## src/common/nvm_pkg.sv

```systemverilog
/*
  constants shared by the data-store device end and the cpu-side end:
  i/o register indices, control bit positions, mode codes, timing counts
  and the host's wishbone register map.
  assumes a single 250 MHz clock.
*/
package nvm_pkg;
  // data store geometry
  localparam int ADDR_W = 11;
  localparam int DATA_W = 8;
  localparam int REG_IDX_W = 2;
  // i/o register indices
  localparam logic [REG_IDX_W-1:0] REG_CTRL = 2'h0;
  localparam logic [REG_IDX_W-1:0] REG_DATA = 2'h1;
  localparam logic [REG_IDX_W-1:0] REG_ADDR_LO = 2'h2;
  localparam logic [REG_IDX_W-1:0] REG_ADDR_HI = 2'h3;
  // control register bits
  localparam int READ_BIT = 0;
  localparam int PE_BIT = 1;
  localparam int MPE_BIT = 2;
  localparam int RIE_BIT = 3;
  localparam int PM_LO_BIT = 4;
  localparam int PM_HI_BIT = 5;
  localparam logic [DATA_W-1:0] CTRL_RESET = 8'h00;
  // program mode field codes
  localparam logic [1:0] MODE_ATOMIC = 2'h0;
  localparam logic [1:0] MODE_ERASE = 2'h1;
  localparam logic [1:0] MODE_WRITE = 2'h2;
  localparam logic [1:0] MODE_RSVD = 2'h3;
  localparam logic [DATA_W-1:0] ERASED_BYTE = 8'hFF;
  // timing
  localparam int CLK_PERIOD_NS = 4;
  localparam int ATOMIC_TIME_NS = 3400000;
  localparam int SPLIT_TIME_NS = 1800000;
  localparam int ATOMIC_CYCLES = ATOMIC_TIME_NS / CLK_PERIOD_NS;
  localparam int SPLIT_CYCLES = SPLIT_TIME_NS / CLK_PERIOD_NS;
  localparam int TIMER_W = 20;
  localparam logic [TIMER_W-1:0] TIMER_ONE = 20'h00001;
  localparam int CNT_W = 3;
  localparam logic [CNT_W-1:0] CNT_ONE = 3'h1;
  localparam logic [CNT_W-1:0] READ_STALL = 3'h4;
  localparam logic [CNT_W-1:0] WRITE_STALL = 3'h2;
  localparam logic [CNT_W-1:0] MPE_WINDOW = 3'h4;
  // host wishbone map
  localparam int WB_ADDR_W = 4;
  localparam logic [WB_ADDR_W-1:0] WB_CTRL = 4'h0;
  localparam logic [WB_ADDR_W-1:0] WB_ADDR = 4'h4;
  localparam logic [WB_ADDR_W-1:0] WB_DATA = 4'h8;
  localparam logic [WB_ADDR_W-1:0] WB_STATUS = 4'hC;
  localparam int GO_BIT = 0;
  localparam int OPW_BIT = 1;
  localparam int GIE_BIT = 6;
  localparam int ST_BUSY_BIT = 0;
  localparam int ST_DONE_BIT = 1;
  localparam int ST_IRQ_BIT = 2;
  localparam int ST_SPM_BIT = 3;
endpackage

```

## src/common/nvm_if.sv

```systemverilog
/*
  cpu i/o register port between the cpu-side end and the device end.
  assumes both ends run on the same clock.
*/
`timescale 1ns/1ns
interface nvm_if;
  logic [nvm_pkg::REG_IDX_W-1:0] io_addr;
  logic io_wr;
  logic io_rd;
  logic [nvm_pkg::DATA_W-1:0] io_wdata;
  logic [nvm_pkg::DATA_W-1:0] io_rdata;
  logic io_stall;
  logic irq;
  logic gie;
  logic spm_busy;
  modport dev (
    input io_addr, io_wr, io_rd, io_wdata, gie, spm_busy,
    output io_rdata, io_stall, irq
  );
  modport cpu (
    output io_addr, io_wr, io_rd, io_wdata, gie, spm_busy,
    input io_rdata, io_stall, irq
  );
endinterface

```

## src/hdl/nvm_host.sv

```systemverilog
/*
  cpu-side end: takes byte read and write orders over classic wishbone
  and runs the i/o register sequences against the device end.
  assumes the device end answers io_rd one cycle later on io_rdata.
*/
// Design decisions made here: the Wishbone slave port and the placing of the registers.
`timescale 1ns/1ns
module nvm_host (
  // clock and reset
  input wire logic clk_i,
  input wire logic rst_i,
  // device i/o port
  nvm_if.cpu io,
  // wishbone slave
  input wire logic wb_cyc_i,
  input wire logic wb_stb_i,
  input wire logic wb_we_i,
  input wire logic [nvm_pkg::WB_ADDR_W-1:0] wb_adr_i,
  input wire logic [3:0] wb_sel_i,
  input wire logic [31:0] wb_dat_i,
  output logic [31:0] wb_dat_o,
  output logic wb_ack_o,
  // flash self program busy
  input wire logic spm_busy_i
);
  import nvm_pkg::*;

  typedef enum logic [3:0] {
    ST_IDLE, ST_POLL, ST_CHECK, ST_ALO, ST_AHI, ST_DWR, ST_MPE,
    ST_STROBE, ST_RTRIG, ST_RDATA, ST_RCAP, ST_FINISH
  } host_state_type;

  typedef struct packed {
    host_state_type st;
    logic [REG_IDX_W-1:0] io_addr;
    logic io_wr;
    logic io_rd;
    logic [DATA_W-1:0] io_wdata;
    logic ack;
    logic [31:0] dat;
    logic op_write;
    logic [1:0] mode;
    logic rie;
    logic gie_en;
    logic [ADDR_W-1:0] addr;
    logic [DATA_W-1:0] data;
    logic [DATA_W-1:0] result;
    logic done;
  } host_reg_type;

  localparam host_reg_type HOST_RESET = '0;

  host_reg_type s_q;
  host_reg_type s_d;
  logic free;
  logic take;
  logic busy;
  logic [31:0] status;

  function automatic logic [DATA_W-1:0] ctrl_byte(
    input logic [1:0] m,
    input logic r,
    input logic mp,
    input logic p,
    input logic rd
  );
    logic [DATA_W-1:0] b;
    b = CTRL_RESET;
    b[PM_HI_BIT] = m[1];
    b[PM_LO_BIT] = m[0];
    b[RIE_BIT] = r;
    b[MPE_BIT] = mp;
    b[PE_BIT] = p;
    b[READ_BIT] = rd;
    return b;
  endfunction

  always_comb begin
    busy = (s_q.st != ST_IDLE);
    free = !s_q.io_wr && !s_q.io_rd && !io.io_stall;
    take = wb_cyc_i && wb_stb_i && !s_q.ack;
    status = 32'h0000_0000;
    status[ST_BUSY_BIT] = busy;
    status[ST_DONE_BIT] = s_q.done;
    status[ST_IRQ_BIT] = io.irq;
    status[ST_SPM_BIT] = spm_busy_i;
  end

  always_comb begin
    s_d = s_q;
    s_d.io_wr = 1'b0;
    s_d.io_rd = 1'b0;
    s_d.ack = take;
    // sequencer
    case (s_q.st)
      ST_POLL: begin
        if (free) begin
          s_d.io_addr = REG_CTRL;
          s_d.io_rd = 1'b1;
          s_d.st = ST_CHECK;
        end
      end
      ST_CHECK: begin
        // wait one cycle: read data stands only after the read is taken
        if (!s_q.io_rd) begin
          if (io.io_rdata[PE_BIT] || spm_busy_i) begin
            s_d.st = ST_POLL;
          end else begin
            s_d.st = ST_ALO;
          end
        end
      end
      ST_ALO: begin
        if (free) begin
          s_d.io_addr = REG_ADDR_LO;
          s_d.io_wdata = s_q.addr[7:0];
          s_d.io_wr = 1'b1;
          s_d.st = ST_AHI;
        end
      end
      ST_AHI: begin
        if (free) begin
          s_d.io_addr = REG_ADDR_HI;
          s_d.io_wdata = {{(16-ADDR_W){1'b0}}, s_q.addr[ADDR_W-1:8]};
          s_d.io_wr = 1'b1;
          s_d.st = s_q.op_write ? ST_DWR : ST_RTRIG;
        end
      end
      ST_DWR: begin
        if (free) begin
          s_d.io_addr = REG_DATA;
          s_d.io_wdata = s_q.data;
          s_d.io_wr = 1'b1;
          s_d.st = ST_MPE;
        end
      end
      ST_MPE: begin
        if (free) begin
          s_d.io_addr = REG_CTRL;
          s_d.io_wdata = ctrl_byte(s_q.mode, s_q.rie, 1'b1, 1'b0,
            1'b0);
          s_d.io_wr = 1'b1;
          s_d.st = ST_STROBE;
        end
      end
      ST_STROBE: begin
        if (free) begin
          s_d.io_wdata = ctrl_byte(s_q.mode, s_q.rie, 1'b1, 1'b1,
            1'b0);
          s_d.io_wr = 1'b1;
          s_d.st = ST_FINISH;
        end
      end
      ST_RTRIG: begin
        if (free) begin
          s_d.io_addr = REG_CTRL;
          s_d.io_wdata = ctrl_byte(s_q.mode, s_q.rie, 1'b0, 1'b0,
            1'b1);
          s_d.io_wr = 1'b1;
          s_d.st = ST_RDATA;
        end
      end
      ST_RDATA: begin
        if (free) begin
          s_d.io_addr = REG_DATA;
          s_d.io_rd = 1'b1;
          s_d.st = ST_RCAP;
        end
      end
      ST_RCAP: begin
        if (!s_q.io_rd) begin
          s_d.result = io.io_rdata;
          s_d.st = ST_FINISH;
        end
      end
      ST_FINISH: begin
        if (free) begin
          s_d.st = ST_IDLE;
        end
      end
      default: begin
        s_d.st = ST_IDLE;
      end
    endcase
    // wishbone register access
    s_d.dat = 32'h0000_0000;
    if (take && wb_we_i) begin
      if (wb_adr_i == WB_CTRL) begin
        if (wb_sel_i[0] && !busy) begin
          s_d.op_write = wb_dat_i[OPW_BIT];
          s_d.mode = {wb_dat_i[PM_HI_BIT], wb_dat_i[PM_LO_BIT]};
          s_d.rie = wb_dat_i[RIE_BIT];
          s_d.gie_en = wb_dat_i[GIE_BIT];
          if (wb_dat_i[GO_BIT]) begin
            s_d.done = 1'b0;
            s_d.st = ST_POLL;
          end
        end
      end else if (wb_adr_i == WB_ADDR) begin
        if (wb_sel_i[0] && !busy) begin
          s_d.addr[7:0] = wb_dat_i[7:0];
        end
        if (wb_sel_i[1] && !busy) begin
          s_d.addr[ADDR_W-1:8] = wb_dat_i[ADDR_W-1:8];
        end
      end else if (wb_adr_i == WB_DATA) begin
        if (wb_sel_i[0] && !busy) begin
          s_d.data = wb_dat_i[7:0];
        end
      end else if (wb_adr_i == WB_STATUS) begin
        if (wb_sel_i[0] && wb_dat_i[ST_DONE_BIT]) begin
          s_d.done = 1'b0;
        end
      end
    end else if (take) begin
      if (wb_adr_i == WB_CTRL) begin
        s_d.dat[OPW_BIT] = s_q.op_write;
        s_d.dat[PM_HI_BIT] = s_q.mode[1];
        s_d.dat[PM_LO_BIT] = s_q.mode[0];
        s_d.dat[RIE_BIT] = s_q.rie;
        s_d.dat[GIE_BIT] = s_q.gie_en;
      end else if (wb_adr_i == WB_ADDR) begin
        s_d.dat[ADDR_W-1:0] = s_q.addr;
      end else if (wb_adr_i == WB_DATA) begin
        s_d.dat[7:0] = s_q.result;
      end else if (wb_adr_i == WB_STATUS) begin
        s_d.dat = status;
      end
    end
    // completion sets done, winning over a clear
    if ((s_q.st == ST_FINISH) && free) begin
      s_d.done = 1'b1;
    end
    if (rst_i) begin
      s_d = HOST_RESET;
    end
  end

  always_ff @(posedge clk_i) begin
    s_q <= s_d;
  end

  assign io.io_addr = s_q.io_addr;
  assign io.io_wr = s_q.io_wr;
  assign io.io_rd = s_q.io_rd;
  assign io.io_wdata = s_q.io_wdata;
  assign io.gie = s_q.gie_en && !busy;
  assign io.spm_busy = spm_busy_i;
  assign wb_dat_o = s_q.dat;
  assign wb_ack_o = s_q.ack;
endmodule

```

## src/flat_wrapper.sv

```systemverilog
// flat-port wrapper written by rule: the top's interface ports become plain ports
module nvm_host_flat import nvm_pkg::*;
  (clk_i, rst_i, wb_cyc_i, wb_stb_i, wb_we_i, wb_adr_i, wb_sel_i, wb_dat_i, wb_dat_o, wb_ack_o, spm_busy_i, io_io_addr, io_io_wr, io_io_rd, io_io_wdata, io_gie, io_spm_busy, io_io_rdata, io_io_stall, io_irq);
  nvm_if io_i ();
  input wire logic clk_i;
  input wire logic rst_i;
  input wire logic wb_cyc_i;
  input wire logic wb_stb_i;
  input wire logic wb_we_i;
  input wire logic [nvm_pkg::WB_ADDR_W-1:0] wb_adr_i;
  input wire logic [3:0] wb_sel_i;
  input wire logic [31:0] wb_dat_i;
  output logic [31:0] wb_dat_o;
  output logic wb_ack_o;
  input wire logic spm_busy_i;
  output wire logic [$bits(io_i.io_addr)-1:0] io_io_addr;
  output wire logic [$bits(io_i.io_wr)-1:0] io_io_wr;
  output wire logic [$bits(io_i.io_rd)-1:0] io_io_rd;
  output wire logic [$bits(io_i.io_wdata)-1:0] io_io_wdata;
  output wire logic [$bits(io_i.gie)-1:0] io_gie;
  output wire logic [$bits(io_i.spm_busy)-1:0] io_spm_busy;
  input wire logic [$bits(io_i.io_rdata)-1:0] io_io_rdata;
  input wire logic [$bits(io_i.io_stall)-1:0] io_io_stall;
  input wire logic [$bits(io_i.irq)-1:0] io_irq;
  assign io_io_addr = io_i.io_addr;
  assign io_io_wr = io_i.io_wr;
  assign io_io_rd = io_i.io_rd;
  assign io_io_wdata = io_i.io_wdata;
  assign io_gie = io_i.gie;
  assign io_spm_busy = io_i.spm_busy;
  assign io_i.io_rdata = io_io_rdata;
  assign io_i.io_stall = io_io_stall;
  assign io_i.irq = io_irq;
  nvm_host u_core (.clk_i(clk_i), .rst_i(rst_i), .io(io_i), .wb_cyc_i(wb_cyc_i), .wb_stb_i(wb_stb_i), .wb_we_i(wb_we_i), .wb_adr_i(wb_adr_i), .wb_sel_i(wb_sel_i), .wb_dat_i(wb_dat_i), .wb_dat_o(wb_dat_o), .wb_ack_o(wb_ack_o), .spm_busy_i(spm_busy_i));
endmodule
```

## config.mk

```make
export PLATFORM = sky130hd
export DESIGN_NAME = nvm_host_flat
export DESIGN_NICKNAME = d
export VERILOG_FILES = /design/src/common/nvm_pkg.sv /design/src/common/nvm_if.sv /design/src/hdl/nvm_host.sv /design/src/flat_wrapper.sv
export SDC_FILE = /design/constraint.sdc
export NUM_CORES = 1
export LEC_CHECK = 0
export BUFFER_PORTS_ARGS = -buffer_cell sky130_fd_sc_hd__buf_2
export CAP_MARGIN = 20
export CORE_AREA = 3 3 83 85
export CTS_CLUSTER_SIZE = 8
export DETAILED_ROUTE_END_ITERATION = 16
export DIE_AREA = 0 0 86 88
export PLACE_DENSITY_LB_ADDON = 0.08
export SLEW_MARGIN = 20
export SYNTH_ARGS = -nofsm -noshare
export SYNTH_HDL_FRONTEND = slang
export SYNTH_SLANG_ARGS = --single-unit
```

## constraint.sdc

```tcl
create_clock -name clk_i -period 2.3 [get_ports clk_i]
set_input_delay 0.345 -clock clk_i [delete_from_list [all_inputs] [get_ports clk_i]]
set_output_delay 0.345 -clock clk_i [all_outputs]
set_load 0.005 [all_outputs]
```

==> metrics.md <==
| Metric | Value |
|---|---|
| Setup CP Type | `reg -> out` |
| Startpoint types | `register` |
| Seq/Total Area, Yosys | `0.384` |
| Min-delay src | `io_io_rdata[3]` |
| Xor/xnor share of the synthesized area | `0` |
| Largest cells by area after synthesis | `dfxtp_1 (38%), mux2i_1 (11%), buf_4 (10%)` |
| Worst R2R Path Depth | `5` |
| Core Area | `0.00628 sq mm` |
| Die width | `86 um` |
| Fmax | `461 MHz` |
| CP max stage cell | `dfxtp_1` |
| Clk buf depth | `2` |
| Largest family of logic cells by synthesized area | `simple AND/OR/NAND/NOR gates` |
| Filler cell count | `585` |
| Top-area cell type share of the netlist area | `0.384` |
| Post-synthesis mux area share | `0.121` |
| Clock Skew | `0.00488 ns` |
| Rel. slew slack | `0.594` |
| CTS buffer count | `9` |
| P_leak | `1.65 nW` |
| Row cnt | `29` |
| HPWL after detailed placement | `5.53 mm` |
| DRT Wirelength | `7.46 mm` |
| Async S/R FF share, synth | `0` |
| Post-Synth Simple-Gate Area | `0.188` |
| DR DRC count | `0` |
| Power per cell area | `658 mW/mm^2` |
| Setup Buffers After CTS | `0` |
| Largest net degree at the start of global routing | `34` |
| Post-synth EDFFs | `0` |
| Share of cells above drive strength 1 | `0.256` |
| Total number of vias | `2,562` |
| Final net count | `450` |
| Final period util | `0.944` |
| Number of global-route vias before repair | `2,332` |
| Mapped Cells | `356` |
| Post-Syn Area | `0.00318 sq mm` |
| Worst hold path type | `in -> reg` |
| Area share of fa/ha/maj cells after synthesis | `0` |
| Crit path time final | `2.17 ns` |
| Setup crit end kind | `output pin` |
| Sink Count | `61` |
| Antenna Cells | `0` |
| Post_cts resized | `0` |
| Routability cong. | `0.918` |
| Syn avg cell area | `8.92 sq um` |
| Worst-path cell chain | `buf_4, nor4_4, buf_4, and2_1, buf_2` |
| Yosys reg bits | `61` |
| Root buf cell | `clkbuf_8` |
| Seq pwr share | `0.453` |
| Crit Reg-Reg Startpoint | `u_core.s_q[79]` |
| Yosys warns | `0` |
| Finished Layout Cells | `476` |
| Largest stage delay, worst path | `0.44 ns` |
| Starting density of the core | `0.506` |
| Total die area | `0.00757 sq mm` |
| Status | `finished clean` |
| Number of port buffers | `58` |
| CP arrival | `1.83 ns` |
| DR WL/cell | `15.7 um` |
| Area leader, netlist | `dfxtp_1` |
| Reg-to-reg endpoint | `u_core.io.io_wdata[6]` |
| Critical path's most frequent cell | `buf_4` |
| 1st-pass router iterations | `4` |
| Net Sw Frac | `0.221` |
| Max Cap Violations | `0` |
| Compound-Gate Fraction of Synth Area | `0.159` |
| Critical path fanouts, max | `13` |
| Grt ovf | `0` |
| Clk pwr share | `0.497` |
| Placed Cells incl. Taps | `460` |
| Setup TNS | `0 ns` |
| Via/cell ratio | `5.38` |
| Synth Flop Type | `dfxtp_1` |
| Routed Antenna Nets | `0` |
| Required time worst endpoint | `1.96 ns` |
| Final hold violation count | `0` |
| Yosys cell types | `53` |
| Initial DRC Count | `174` |
| Worst-Skew Late Latency | `0.35 ns` |
| Ports | `103` |
| Hold Path End | `u_core.s_q[4]` |
| Critical path's top delay family | `buffers and inverters` |
| Pins Over Slew Limit | `0` |
| CTS tree | `done` |
| Clock transition at path regs | `0.07 ns` |
| Peak VDD IR | `0.000378 V` |
| Initial antenna violation count | `0` |
| Global-route wire length before repair | `11.7 mm` |
| CP bufs+invs | `3` |
| Overall die height | `88 um` |
| Sw power | `0.515 mW` |
| All-Layer GR Usage | `0.202` |
| # hold bufs at CTS | `0` |
| Setup violations, final | `0` |
| H-tree depth | `3` |
| Slew @ Worst Pin | `0.604 ns` |
| Int Power | `1.82 mW` |
| R2r setup slk | `0.29 ns` |
| Hold Path Depth | `3` |
| Area growth, synth to finish | `11.7%` |
| RSZ-0062 raised after global routing | `false` |
| Logic pwr share | `0.050` |
metal layers:
layer / part of all wire / global-route usage
met4: 0.022 / 0.109
met3: 0.057 / 0.0367
met1: 0.48 / 0.272
met2: 0.44 / 0.306
met5: 0 / 0
layout by cell type, fill, tap and decap left out, types with 4 or more instances in the layout:
cell,count
buf_2,58
o21ai_0,10
a211oi_1,5
buf_4,14
nand3_1,5
o31ai_1,4
inv_1,8
clkbuf_8,9
dfxtp_1,61
nor3_1,9
mux2i_1,35
and3_1,4
nor2b_1,4
a22oi_1,4
nand2_1,16
a21oi_1,18
nor2_1,54
conb_1,21
cell type report:
| cell class | instances | area, sq um | share of cell area |
|---|---|---|---|
| Timing Repair Buffer | 72 | 395 | 0.111 |
| Inverter | 8 | 30.0 | 0.00847 |
| Multi-Input combinational cell | 242 | 1570 | 0.441 |
| Clock inverter | 6 | 111 | 0.0314 |
| Tap cell | 77 | 96.3 | 0.0272 |
| Clock buffer | 10 | 128 | 0.0360 |
| Sequential cell | 61 | 1220 | 0.344 |
power groups by stage:
stage	sequential [mW]	clock [mW]	combinational [mW]
final	1.06	1.16	0.116
after global routing	1.06	1.22	0.129
after global placement	1.08	0	0.114
after floorplan	1.08	0	0.0894
after detailed placement	1.08	0	0.115
after CTS	1.06	1.18	0.115
cell families (layout without fill, tap and decap cells):
kind of cell,count (synthesis),count (layout)
and+or+nand+nor,114,114
muxes,37,37
AOI/OAI and AO/OA,70,70
other,1,21
DFF,61,61
buffers and inverters,73,96
metrics by stage:
stage / hold slack [ns] / utilization / power [mW] / setup WS [ns] / cell area [sq um]
2_1_floorplan: 0.429 / - / 1.17 / 0.664 / 3250
3_3_place_gp: 0.448 / 0.527 / 1.20 / 0.401 / 3310
3_5_place_dp: 0.451 / 0.527 / 1.20 / 0.390 / 3310
4_1_cts: 0.214 / 0.565 / 2.35 / 0.125 / 3550
5_1_grt: 0.239 / 0.565 / 2.40 / 0.0363 / 3550
6_report: 0.219 / 0.565 / 2.33 / 0.129 / 3550
sequential cells by signal, summed over array words and instances (netlist names):
register	cells
u_core.s_q	37
u_core.io.io_wr	1
u_core.wb_dat_o	11
u_core.io.io_addr	2
u_core.io.io_wdata	8
u_core.io.io_rd	1
u_core.wb_ack_o	1
worst max path at each step:
stage,endpoint,cells after the start,startpoint,slack [ns]
detailed placement,u_core.s_q[28],6,u_core.s_q[79],0.39
global route,io_gie,5,u_core.s_q[79],0.04
CTS,io_gie,5,u_core.s_q[79],0.13
finish,io_gie,5,u_core.s_q[79],0.13
global placement,u_core.s_q[29],6,u_core.s_q[79],0.40
floorplan,u_core.s_q[28],5,u_core.s_q[79],0.66
worst min-delay path: cells and delay by family:
kind / cells / cell delay, ns
buffers and inverters: 1 / 0.07
multiplexers: 1 / 0.05
AND/OR/NAND/NOR: 1 / 0.07
synthesized netlist by cell type (5+ instances only):
| library cell | n |
|---|---|
| a211oi_1 | 5 |
| buf_4 | 44 |
| a21oi_1 | 18 |
| clkbuf_1 | 13 |
| o21ai_0 | 10 |
| nand2_1 | 16 |
| nand3_1 | 5 |
| mux2i_1 | 35 |
| dfxtp_1 | 61 |
| nor2_1 | 54 |
| inv_1 | 8 |
| nor3_1 | 9 |
(Power assumes the default switching activity.)
